`src/converter_pkg.sv`:
```
// Shared constants and types for the converter parallel-port control logic.
// Assumes a single 20 MHz core clock and a synchronous active-low reset.
package converter_pkg;

    localparam int ADC_WIDTH  = 5;
    localparam int DAC_WIDTH  = 7;
    localparam int HIGH_WIDTH = DAC_WIDTH - ADC_WIDTH;

    // Two's complement codes; zero means mid-scale for both converters
    localparam logic [ADC_WIDTH-1:0] ADC_ZERO = 5'h00;
    localparam logic [DAC_WIDTH-1:0] DAC_ZERO = 7'h00;
    localparam logic [DAC_WIDTH-1:0] DAC_POS_FULL = 7'h3f;
    localparam logic [DAC_WIDTH-1:0] DAC_NEG_FULL = 7'h40;

    // Output enables are active low; all ones releases the shared lines
    localparam logic [ADC_WIDTH-1:0] LINES_DRIVEN   = 5'h00;
    localparam logic [ADC_WIDTH-1:0] LINES_RELEASED = 5'h1f;

    // Wake-up from shutdown; a longest time, so the count rounds down
    localparam int CLK_PERIOD_PS = 50000;
    localparam int WAKE_TIME_PS  = 2400000;
    localparam int WAKE_CYCLES   = WAKE_TIME_PS / CLK_PERIOD_PS;
    localparam int WAKE_WIDTH    = $clog2(WAKE_CYCLES + 1);
    localparam logic [WAKE_WIDTH-1:0] WAKE_LAST = WAKE_WIDTH'(WAKE_CYCLES - 1);
    localparam logic [WAKE_WIDTH-1:0] WAKE_CLEAR = '0;
    localparam logic [WAKE_WIDTH-1:0] WAKE_STEP  = WAKE_WIDTH'(1);

    typedef enum logic [1:0] {
        MODE_SHUTDOWN = 2'h0,
        MODE_TRANSMIT = 2'h1,
        MODE_RECEIVE  = 2'h2
    } mode_type;

endpackage : converter_pkg

```
`src/txrx_converter_parallel_port.sv`:
```
// Digital side of a combined 5-bit receive / 7-bit transmit converter
// sharing one parallel data port, with mode selects and a sampled
// conversion clock.
// Assumes all inputs, the conversion clock among them, are synchronous
// to core_clk_i, and that the conversion clock is well below 10 MHz.
// Limitation: ready_o is advisory; conversions run while it is still low.
//
// Functional notes
// - Receive select high with transmit select low enables only the receive converter.
// - Transmit select high with receive select low enables only the transmit converter.
// - Equal select levels put the block in shutdown with both converters off.
// - The two dedicated inputs form the top two transmit bits, bit six the most significant.
// - In transmit mode the shared lines supply the low five transmit bits, line zero the LSB.
// - In receive mode the shared lines are driven with the 5-bit result, line four the MSB.
// - In receive mode a sample is taken on the falling conversion clock edge.
// - In receive mode the shared output lines change only on rising conversion clock edges.
// - In transmit mode the word is captured on the falling edge; the far side holds it there.
// - In transmit mode the captured word reaches the converter on the next rising edge.
// - In shutdown the conversion clock may run and leaves the captured and output words untouched.
// - The transmit word is two's complement, 3f positive full scale, 40 negative full scale.
// - The receive result is presented in two's complement.
// - After leaving shutdown the block reports ready within 2.4 us.
`timescale 1ns/10ps
module txrx_converter_parallel_port (
    input  wire logic                                core_clk_i,
    input  wire logic                                reset_n_i,
    input  wire logic                                receive_select_i,
    input  wire logic                                transmit_select_i,
    input  wire logic                                conv_clk_i,
    input  wire logic                                dac_bit_six_i,
    input  wire logic                                dac_bit_five_i,
    input  wire logic [converter_pkg::ADC_WIDTH-1:0] shared_data_i,
    input  wire logic [converter_pkg::ADC_WIDTH-1:0] adc_code_i,
    output logic      [converter_pkg::ADC_WIDTH-1:0] shared_data_o,
    output logic      [converter_pkg::ADC_WIDTH-1:0] shared_data_oe_n_o,
    output logic      [converter_pkg::DAC_WIDTH-1:0] dac_code_o,
    output logic                                     adc_enable_o,
    output logic                                     dac_enable_o,
    output logic                                     ready_o
);
    import converter_pkg::*;

    ////////////////////////////////////////////////////////////////////////
    // Mode decode

    mode_type next_mode;
    mode_type mode;

    always_comb begin
        unique case ({receive_select_i, transmit_select_i})
            2'h2:    next_mode = MODE_RECEIVE;
            2'h1:    next_mode = MODE_TRANSMIT;
            2'h0,
            2'h3:    next_mode = MODE_SHUTDOWN;
        endcase
    end

    wire rx_now     = (next_mode == MODE_RECEIVE);
    wire tx_now     = (next_mode == MODE_TRANSMIT);
    wire active_now = rx_now || tx_now;
    wire mode_start = active_now && (next_mode != mode);

    ////////////////////////////////////////////////////////////////////////
    // Conversion clock edges, seen as a sampled level

    // Edge seen between two samples; only one core cycle of history is kept
    function automatic logic level_edge(
        input logic prev_level,
        input logic now_level,
        input logic rising
    );
        level_edge = rising ? (!prev_level && now_level) : (prev_level && !now_level);
    endfunction : level_edge

    logic conv_clk_prev;
    wire  clk_fall = level_edge(conv_clk_prev, conv_clk_i, 1'b0);
    wire  clk_rise = level_edge(conv_clk_prev, conv_clk_i, 1'b1);

    ////////////////////////////////////////////////////////////////////////
    // Data path: master stage on falling edge, slave stage on rising edge

    logic [ADC_WIDTH-1:0] adc_sample;
    logic [DAC_WIDTH-1:0] dac_hold;

    // Two's complement passes through untouched on both paths
    wire [DAC_WIDTH-1:0] tx_word =
        {dac_bit_six_i, dac_bit_five_i, shared_data_i};
    wire capture_rx = rx_now && clk_fall;
    wire capture_tx = tx_now && clk_fall;
    wire update_rx  = rx_now && clk_rise;
    wire update_tx  = tx_now && clk_rise;
    wire [ADC_WIDTH-1:0] next_oe_n = rx_now ? LINES_DRIVEN : LINES_RELEASED;

    always_ff @(posedge core_clk_i) begin
        if (!reset_n_i) begin
            mode               <= MODE_SHUTDOWN;
            conv_clk_prev      <= 1'b0;
            adc_enable_o       <= 1'b0;
            dac_enable_o       <= 1'b0;
            shared_data_oe_n_o <= LINES_RELEASED;
        end else begin
            mode               <= next_mode;
            conv_clk_prev      <= conv_clk_i;
            adc_enable_o       <= rx_now;
            dac_enable_o       <= tx_now;
            shared_data_oe_n_o <= next_oe_n;
        end
    end

    // Shutdown leaves these alone, so a running clock changes nothing
    always_ff @(posedge core_clk_i) begin
        if (!reset_n_i) begin
            adc_sample    <= ADC_ZERO;
            dac_hold      <= DAC_ZERO;
            shared_data_o <= ADC_ZERO;
            dac_code_o    <= DAC_ZERO;
        end else begin
            if (capture_rx) adc_sample <= adc_code_i;
            if (capture_tx) dac_hold <= tx_word;
            if (update_rx) shared_data_o <= adc_sample;
            if (update_tx) dac_code_o <= dac_hold;
        end
    end

    ////////////////////////////////////////////////////////////////////////
    // Wake-up settle time

    wake_timer u_wake_timer (
        .core_clk_i (core_clk_i),
        .reset_n_i  (reset_n_i),
        .restart_i  (mode_start),
        .active_i   (active_now),
        .ready_o    (ready_o)
    );

    ////////////////////////////////////////////////////////////////////////
    // Checks

    // Ready shows at the sample after the last settle edge
    localparam int WAKE_BOUND = WAKE_CYCLES - 1;

    // Checker-side age of the current active mode, saturating at the wake bound
    logic [WAKE_WIDTH-1:0] wake_age;
    wire                   wake_age_full = (wake_age == WAKE_LAST);

    always_ff @(posedge core_clk_i) begin
        if (!reset_n_i || mode_start || !active_now) begin
            wake_age <= WAKE_CLEAR;
        end else if (!wake_age_full) begin
            wake_age <= wake_age + WAKE_STEP;
        end
    end
endmodule : txrx_converter_parallel_port

```
`src/wake_timer.sv`:
```
// Wake-up timer: counts the settle time after a converter is enabled.
// Assumes restart_i pulses in the cycle a new active mode is selected.
`timescale 1ns/10ps
module wake_timer (
    input  wire logic core_clk_i,
    input  wire logic reset_n_i,
    input  wire logic restart_i,
    input  wire logic active_i,
    output logic      ready_o
);
    import converter_pkg::*;

    logic [WAKE_WIDTH-1:0] count;
    wire                   count_done = (count == WAKE_LAST);
    wire                   idle       = !reset_n_i || !active_i;

    // A restart loads one: the restart edge is already the first settle cycle,
    // which keeps the flag inside the wake bound measured from the select change
    always_ff @(posedge core_clk_i) begin
        if (idle) begin
            count   <= WAKE_CLEAR;
            ready_o <= 1'b0;
        end else if (restart_i) begin
            count   <= WAKE_STEP;
            ready_o <= 1'b0;
        end else if (count_done) begin
            ready_o <= 1'b1;
        end else begin
            count   <= count + WAKE_STEP;
        end
    end

endmodule : wake_timer
```
`config.mk`:
```
export PLATFORM = sky130hd
export DESIGN_NAME = txrx_converter_parallel_port
export DESIGN_NICKNAME = d
export VERILOG_FILES = /design/src/converter_pkg.sv /design/src/txrx_converter_parallel_port.sv /design/src/wake_timer.sv
export SDC_FILE = /design/constraint.sdc
export NUM_CORES = 1
export LEC_CHECK = 0
export ABC_AREA = 0
export BUFFER_PORTS_ARGS = -buffer_cell sky130_fd_sc_hd__buf_4
export CORE_MARGIN = 5
export CORE_UTILIZATION = 36
export CTS_BUF_LIST = sky130_fd_sc_hd__clkbuf_4 sky130_fd_sc_hd__clkbuf_8
export CTS_CLUSTER_SIZE = 20
export DETAILED_ROUTE_END_ITERATION = 8
export GPL_TIMING_DRIVEN = 1
export SLEW_MARGIN = 40
export SYNTH_ARGS = -nofsm -noshare
export SYNTH_HDL_FRONTEND = slang
export SYNTH_SLANG_ARGS = --single-unit
```
`constraint.sdc`:
```
create_clock -name core_clk_i -period 2 [get_ports core_clk_i]
set_input_delay 0.3 -clock core_clk_i [delete_from_list [all_inputs] [get_ports core_clk_i]]
set_output_delay 0.3 -clock core_clk_i [all_outputs]
set_load 0.05 [all_outputs]
```
==> flow_metrics.env, run 1 <==
export IMPL_finalSetupViolCount=0
export IMPL_ys_seq_area_share_pct=47.7
export IMPL_syn_area_per_cell_sq_um=10.6
export IMPL_yosysWarnings=0
export IMPL_clk_pin_slew_ns=0.07
export IMPL_cts_buffer_depth=2
export IMPL_worstSetupStartpointType="primary input"
export IMPL_netlist_area_sq_um=1510
export IMPL_end_kind="flop"
export IMPL_vias_per_cell=4.70
export IMPL_worstPathMaxFanout=6
export IMPL_yosys_area_share_simple_pct=21.0
export IMPL_num_vias=1058
export IMPL_synthMuxAreaShare_pct=15.9
export IMPL_gp_congestion=0.737
export IMPL_drive_gt1_share_pct=29.7
export IMPL_fin_crit_ns=1.40
export IMPL_syn_inst=142
export IMPL_wl_um=2970
export IMPL_nets=195
export IMPL_core_area_sq_um=4030
export IMPL_tightest_slew_ns=0.501
export IMPL_outcome="completed"
export IMPL_die_area_sq_um=5590
export IMPL_port_buffers=36
export IMPL_syn_to_final_growth_pct=24.0
export IMPL_initial_core_util_pct=37.5
export IMPL_max_freq_mhz=713
export IMPL_htree_levels=2
export IMPL_avgRoutedWirePerCell_um=13.2
export IMPL_die_w_um=74.8
export IMPL_finalHoldViolCount=0
export IMPL_cellLeakagePower_nw=0.899
export IMPL_tns_ns=0
export IMPL_synth_top_family_by_area="simple AND/OR/NAND/NOR gates"
export IMPL_hold_class="primary input to flop"
export IMPL_clk_latency_ns=0.28
export IMPL_cts_num_sinks=36
export IMPL_fin_skew_ns=0.00575
export IMPL_p_per_area_nw_per_um2=740
export IMPL_slew_violations=0
export IMPL_antenna_found_initial=0
export IMPL_worst_ep_arrival_time_ns=1.61
export IMPL_cts_tree="built"
export IMPL_post_cts_buffers=0
export IMPL_drc=0
export IMPL_fin_total_pwr_w=0.00139
export IMPL_cts_buffers=5
export IMPL_synth_compound_area_share_pct=5.72
export IMPL_rows=23
export IMPL_dp_hpwl_um=2240
export IMPL_dr_first_iter_drc_count=24
export IMPL_hold_buffers=0
export IMPL_slew_headroom_pct=66.5
export IMPL_cts_resized=0
export IMPL_synth_cell_types=29
export IMPL_ant_nets=0
export IMPL_die_height_um=74.8
export IMPL_required_ns=2.20
export IMPL_track_usage_pct=11.9
export IMPL_dr_pass1_iters=2
export IMPL_grt_max_degree=30
export IMPL_max_cap_violations=0
export IMPL_synth_fa_ha_area_share_pct=3.31
export IMPL_hold_ws_ns=0.258
export IMPL_rsz0062_at_grt="false"
export IMPL_synthesis_nets=163
export IMPL_ys_ff_latch=36
export IMPL_crit_type="primary input to flop"
export IMPL_ioPinCount=37
export IMPL_period_share_pct=70.2
export IMPL_antennaDiodeCount=0
export IMPL_grt_pass1_wl_um=5040
export IMPL_grt_pass1_vias=1133
export IMPL_ir_worst_vdd_mv=0.470
export IMPL_yosys_area_share_xor_xnor_pct=1.16
export IMPL_grt_overflow=0
export IMPL_ctsRootBufferMaster="clkbuf_8"
==> flip-flops by register name (all words and copies together) (netlist names) <==
register and cells:
dac_hold 7, dac_enable_o 1, adc_sample 5, adc_enable_o 1, dac_code_o 7, shared_data_oe_n_o 1
u_wake_timer.count 6, u_wake_timer.ready_o 1, conv_clk_prev 1, mode 1, shared_data_o 5
==> routing by layer <==
metal,up-vias,global-route usage (%),wire [um]
li1,536,-,-
met1,486,13.3,1220
met2,30,19.9,1480
met3,6,5.21,225
met4,0,5.14,46
met5,-,0,0
==> logic make-up (layout without fill, tap and decap cells) <==
logic type	Yosys count	after routing
simple gates	51	51
mux	24	24
fa+ha+maj	4	4
compound gates	11	11
xor+xnor	2	2
buf+inv	14	47
flops	36	36
==> where the power goes <==
group / internal (W) / switching (W) / leakage, nW
registers: 0.000727 / 0.00000744 / 0.291
logic: 0.0000553 / 0.0000602 / 0.559
clock network: 0.000293 / 0.000243 / 0.0479
==> synthesized netlist by cell type <==
cell / count / area share (%)
buf_6: 1 / 0.75
and2_2: 1 / 0.50
a211oi_2: 1 / 0.83
nor2_1: 3 / 0.75
a21bo_2: 1 / 0.66
mux2i_1: 24 / 16
or3_1: 3 / 1.2
and2_1: 2 / 0.83
o21ai_0: 1 / 0.33
nand3b_1: 4 / 2.0
dfxtp_1: 36 / 48
nor2b_1: 25 / 10
a211oi_1: 2 / 0.99
nand2b_1: 1 / 0.41
clkbuf_1: 3 / 0.75
buf_4: 4 / 2.0
a21oi_1: 2 / 0.66
or3b_2: 1 / 0.58
nor4_1: 1 / 0.41
a21boi_0: 1 / 0.50
buf_2: 3 / 0.99
ha_1: 4 / 3.3
and3_1: 2 / 0.83
nand2_1: 4 / 0.99
nor3_4: 1 / 1.1
nand3_1: 3 / 0.99
inv_1: 3 / 0.75
xor2_1: 2 / 1.2
a21oi_2: 3 / 1.7
==> critical path, stage by stage <==
cell	delay, ns
buf_4	0.09
inv_1	0.04
ha_1	0.26
nand2b_1	0.15
or3_1	0.54
nor3_4	0.23
==> through the flow <==
step / instances / setup slack (ns) / utilization (%) / cell area [sq um]
6_report: 225 / 0.597 / 46.5 / 1870
5_1_grt: 225 / 0.484 / 46.5 / 1870
4_1_cts: 225 / 0.599 / 46.5 / 1870
3_5_place_dp: 217 / 0.294 / 44.1 / 1780
3_3_place_gp: 217 / 0.343 / 44.1 / 1780
2_1_floorplan: 142 / 0.515 / - / 1510
==> cells in the final DEF, fill, tap and decap left out <==
cell and count:
or3_1 3, nor3_4 1, a21bo_2 1, clkinvlp_4 1, nand3_1 3, nor2_1 3, nand2_1 4, a21oi_2 3
and3_1 2, dfxtp_1 36, nand2b_1 1, inv_1 3, a211oi_2 1, clkbuf_8 6, ha_1 4, and2_2 1
clkbuf_4 1, mux2i_1 24, o21ai_0 1, xor2_1 2, nand3b_1 4, buf_4 36, nor4_1 1, or3b_2 1
a21oi_1 2, a21boi_0 1, nor2b_1 25, a211oi_1 2, and2_1 2
==> final timing paths <==
kind                               from                    end  slack [ns]  cells after the start
setup / recovery       receive_select_i  u_wake_timer.count[2]        0.60                      6
hold / removal               conv_clk_i          conv_clk_prev        0.26                      2
setup reg to reg  u_wake_timer.count[0]  u_wake_timer.count[3]        0.62                      4
hold reg to reg    u_wake_timer.ready_o   u_wake_timer.ready_o        0.48                      2
==> final cells by class <==
cell class	instances	area, sq um
clock buffers	7	90.1
clock inverters	1	7.51
fillers	400	2160
inverters	3	11.3
multi-input cells	92	711
flip-flops and latches	36	721
well taps	50	62.6
repair buffers	36	270
No activity file was read; power rests on OpenSTA's default activity.
==> run 2, diff against run 1 <==
- clock period: 2 -> 1.3 ns (I/O delays scaled with it)
==> flow_metrics.env, run 2 (synthesis gave the netlist of run 1 again) <==
export IMPL_clk_pin_slew_ns=0.07
export IMPL_final_common_cell="buf_4"
export IMPL_die_height_um=74.8
export IMPL_seq_power_share_pct=54.3
export IMPL_tightest_slew_ns=0.263
export IMPL_syn_to_final_growth_pct=31.9
export IMPL_fin_ws_ns=0.0595
export IMPL_min_path_cells=2
export IMPL_initial_core_util_pct=37.5
export IMPL_vias_per_cell=4.61
export IMPL_worstPathMaxFanout=5
export IMPL_worstPathCellList="ha_1 > nand3_1 > or3_1 > a21oi_2"
export IMPL_grt_pass1_wl_um=4860
export IMPL_cts_tree="built"
export IMPL_power_switching_w=0.000467
export IMPL_antennaDiodeCount=0
export IMPL_nFillCells=425
export IMPL_rows=23
export IMPL_switching_share_pct=22.5
export IMPL_max_freq_mhz=806
export IMPL_die_w_um=74.8
export IMPL_cellLeakagePower_nw=0.961
export IMPL_antenna_found_initial=0
export IMPL_avgRoutedWirePerCell_um=12.9
export IMPL_ioPinCount=37
export IMPL_cts_buffer_depth=2
export IMPL_hold_class="primary input to flop"
export IMPL_period_share_pct=95.4
export IMPL_core_area_sq_um=4030
export IMPL_wl_um=3030
export IMPL_worstSetupStartpointType="flop"
export IMPL_ff2ff_setup_slack_ns=0.06
export IMPL_p_comb_share_pct=10.0
export IMPL_finalHoldViolCount=0
export IMPL_grt_pass1_vias=1094
export IMPL_p_clk_share_pct=35.6
export IMPL_crit_buf_inv=0
export IMPL_htree_levels=2
export IMPL_cpLargestDelayFamily="simple AND/OR/NAND/NOR gates"
export IMPL_grt_use_met3_pct=4.81
export IMPL_busiest_layer="met2"
export IMPL_cts_num_sinks=36
export IMPL_slew_headroom_pct=82.4
export IMPL_port_buffers=36
export IMPL_fin_total_pwr_w=0.00208
export IMPL_hold_buffers=0
export IMPL_dpl_worst_slack_ns=-0.222
export IMPL_max_cap_violations=0
export IMPL_grt_overflow=0
export IMPL_holdPathEnd="conv_clk_prev"
export IMPL_top_regs="dac_code_o x7, dac_hold x7, u_wake_timer.count x6"
export IMPL_final_cell_mix="buf_4 (46), dfxtp_1 (34), mux2i_1 (24), nor2b_1 (24), clkbuf_8 (5)"
export IMPL_clk_latency_ns=0.28
export IMPL_ir_worst_vdd_mv=0.817
export IMPL_crit_type="flop to flop"
export IMPL_p_int_w=0.00161
export IMPL_drive_gt1_share_pct=37.1
export IMPL_dr_pass1_iters=2
export IMPL_p_per_area_nw_per_um2=1040
export IMPL_use_met1_pct=12.4
export IMPL_ctsRootBufferMaster="clkbuf_8"
export IMPL_required_ns=1.52
export IMPL_cts_buffers=5
export IMPL_nets=207
export IMPL_dr_first_iter_drc_count=59
export IMPL_cp_slowest_cell="dfxtp_2"
export IMPL_ant_nets=0
export IMPL_gp_congestion=0.807
export IMPL_num_vias=1089
export IMPL_fin_skew_ns=0.00387
export IMPL_grt_max_degree=29
export IMPL_worst_r2r_path_depth=4
export IMPL_final_util_pct=49.4
export IMPL_finalSetupViolCount=0
export IMPL_outcome="completed"
export IMPL_cpPeakStageDelay_ns=0.37
export IMPL_post_cts_buffers=0
export IMPL_drc=0
export IMPL_r2r_end="u_wake_timer.count[4]"
export IMPL_regToRegStartpoint="u_wake_timer.count[0]"
export IMPL_die_area_sq_um=5590
export IMPL_slew_violations=0
export IMPL_end_kind="flop"
export IMPL_worst_ep_arrival_time_ns=1.46
export IMPL_dp_hpwl_um=2270
export IMPL_track_usage_pct=11.6
export IMPL_holdCritStartpoint="conv_clk_i"
export IMPL_gr_usage_met2_pct=20.1
export IMPL_fin_crit_ns=1.24
[run 2: cell type report]
| type | count | area [sq um] | area share (%) |
|---|---|---|---|
| repair buffers | 48 | 385 | 19.3 |
| inverters | 3 | 11.3 | 0.565 |
| clock inverters | 1 | 5.00 | 0.251 |
| well taps | 50 | 62.6 | 3.14 |
| multi-input cells | 92 | 726 | 36.4 |
| clock buffers | 6 | 76.3 | 3.83 |
| flip-flops and latches | 36 | 726 | 36.4 |
[run 2: how the worst max path moves through the flow]
stage | cells past startpoint | to | from | slack, ns
final | 4 | u_wake_timer.count[4] | u_wake_timer.count[0] | 0.06
after global routing | 4 | u_wake_timer.count[4] | u_wake_timer.count[0] | -0.003
after CTS | 4 | u_wake_timer.count[3] | u_wake_timer.count[0] | 0.01
after detailed placement | 6 | u_wake_timer.count[3] | receive_select_i | -0.22
after global placement | 6 | u_wake_timer.count[3] | receive_select_i | -0.19
after floorplan | 6 | u_wake_timer.count[3] | receive_select_i | 0.01
[run 2: per-layer routing]
metal	up-vias	wire, um
li1	559	-
met1	498	1220
met2	28	1540
met3	4	236
met4	0	37
met5	-	0
[run 2: repair_timing]
action,in CTS,in global routing
endpoints found under the hold margin,0,0
gates resized for setup,2,3
setup endpoints to repair,3,4
cloned,0,0
[run 2: power by group through the flow]
stage          registers (W)  clock network, W  logic (W)
3_5_place_dp         0.00115                 0   0.000208
3_3_place_gp         0.00115                 0   0.000204
2_1_floorplan        0.00117                 0   0.000108
6_report             0.00113          0.000741   0.000208
4_1_cts              0.00113          0.000769   0.000212
5_1_grt              0.00113          0.000819   0.000224
[run 2: per-stage QoR]
step           hold slack [ns]  instance area, sq um  instances  setup TNS [ns]
2_1_floorplan            0.317                  1520        142               0
3_3_place_gp             0.437                  1900        229          -0.951
3_5_place_dp             0.439                  1900        229           -1.17
4_1_cts                  0.146                  1980        236               0
5_1_grt                  0.148                  1990        236        -0.00289
6_report                 0.153                  1990        236               0
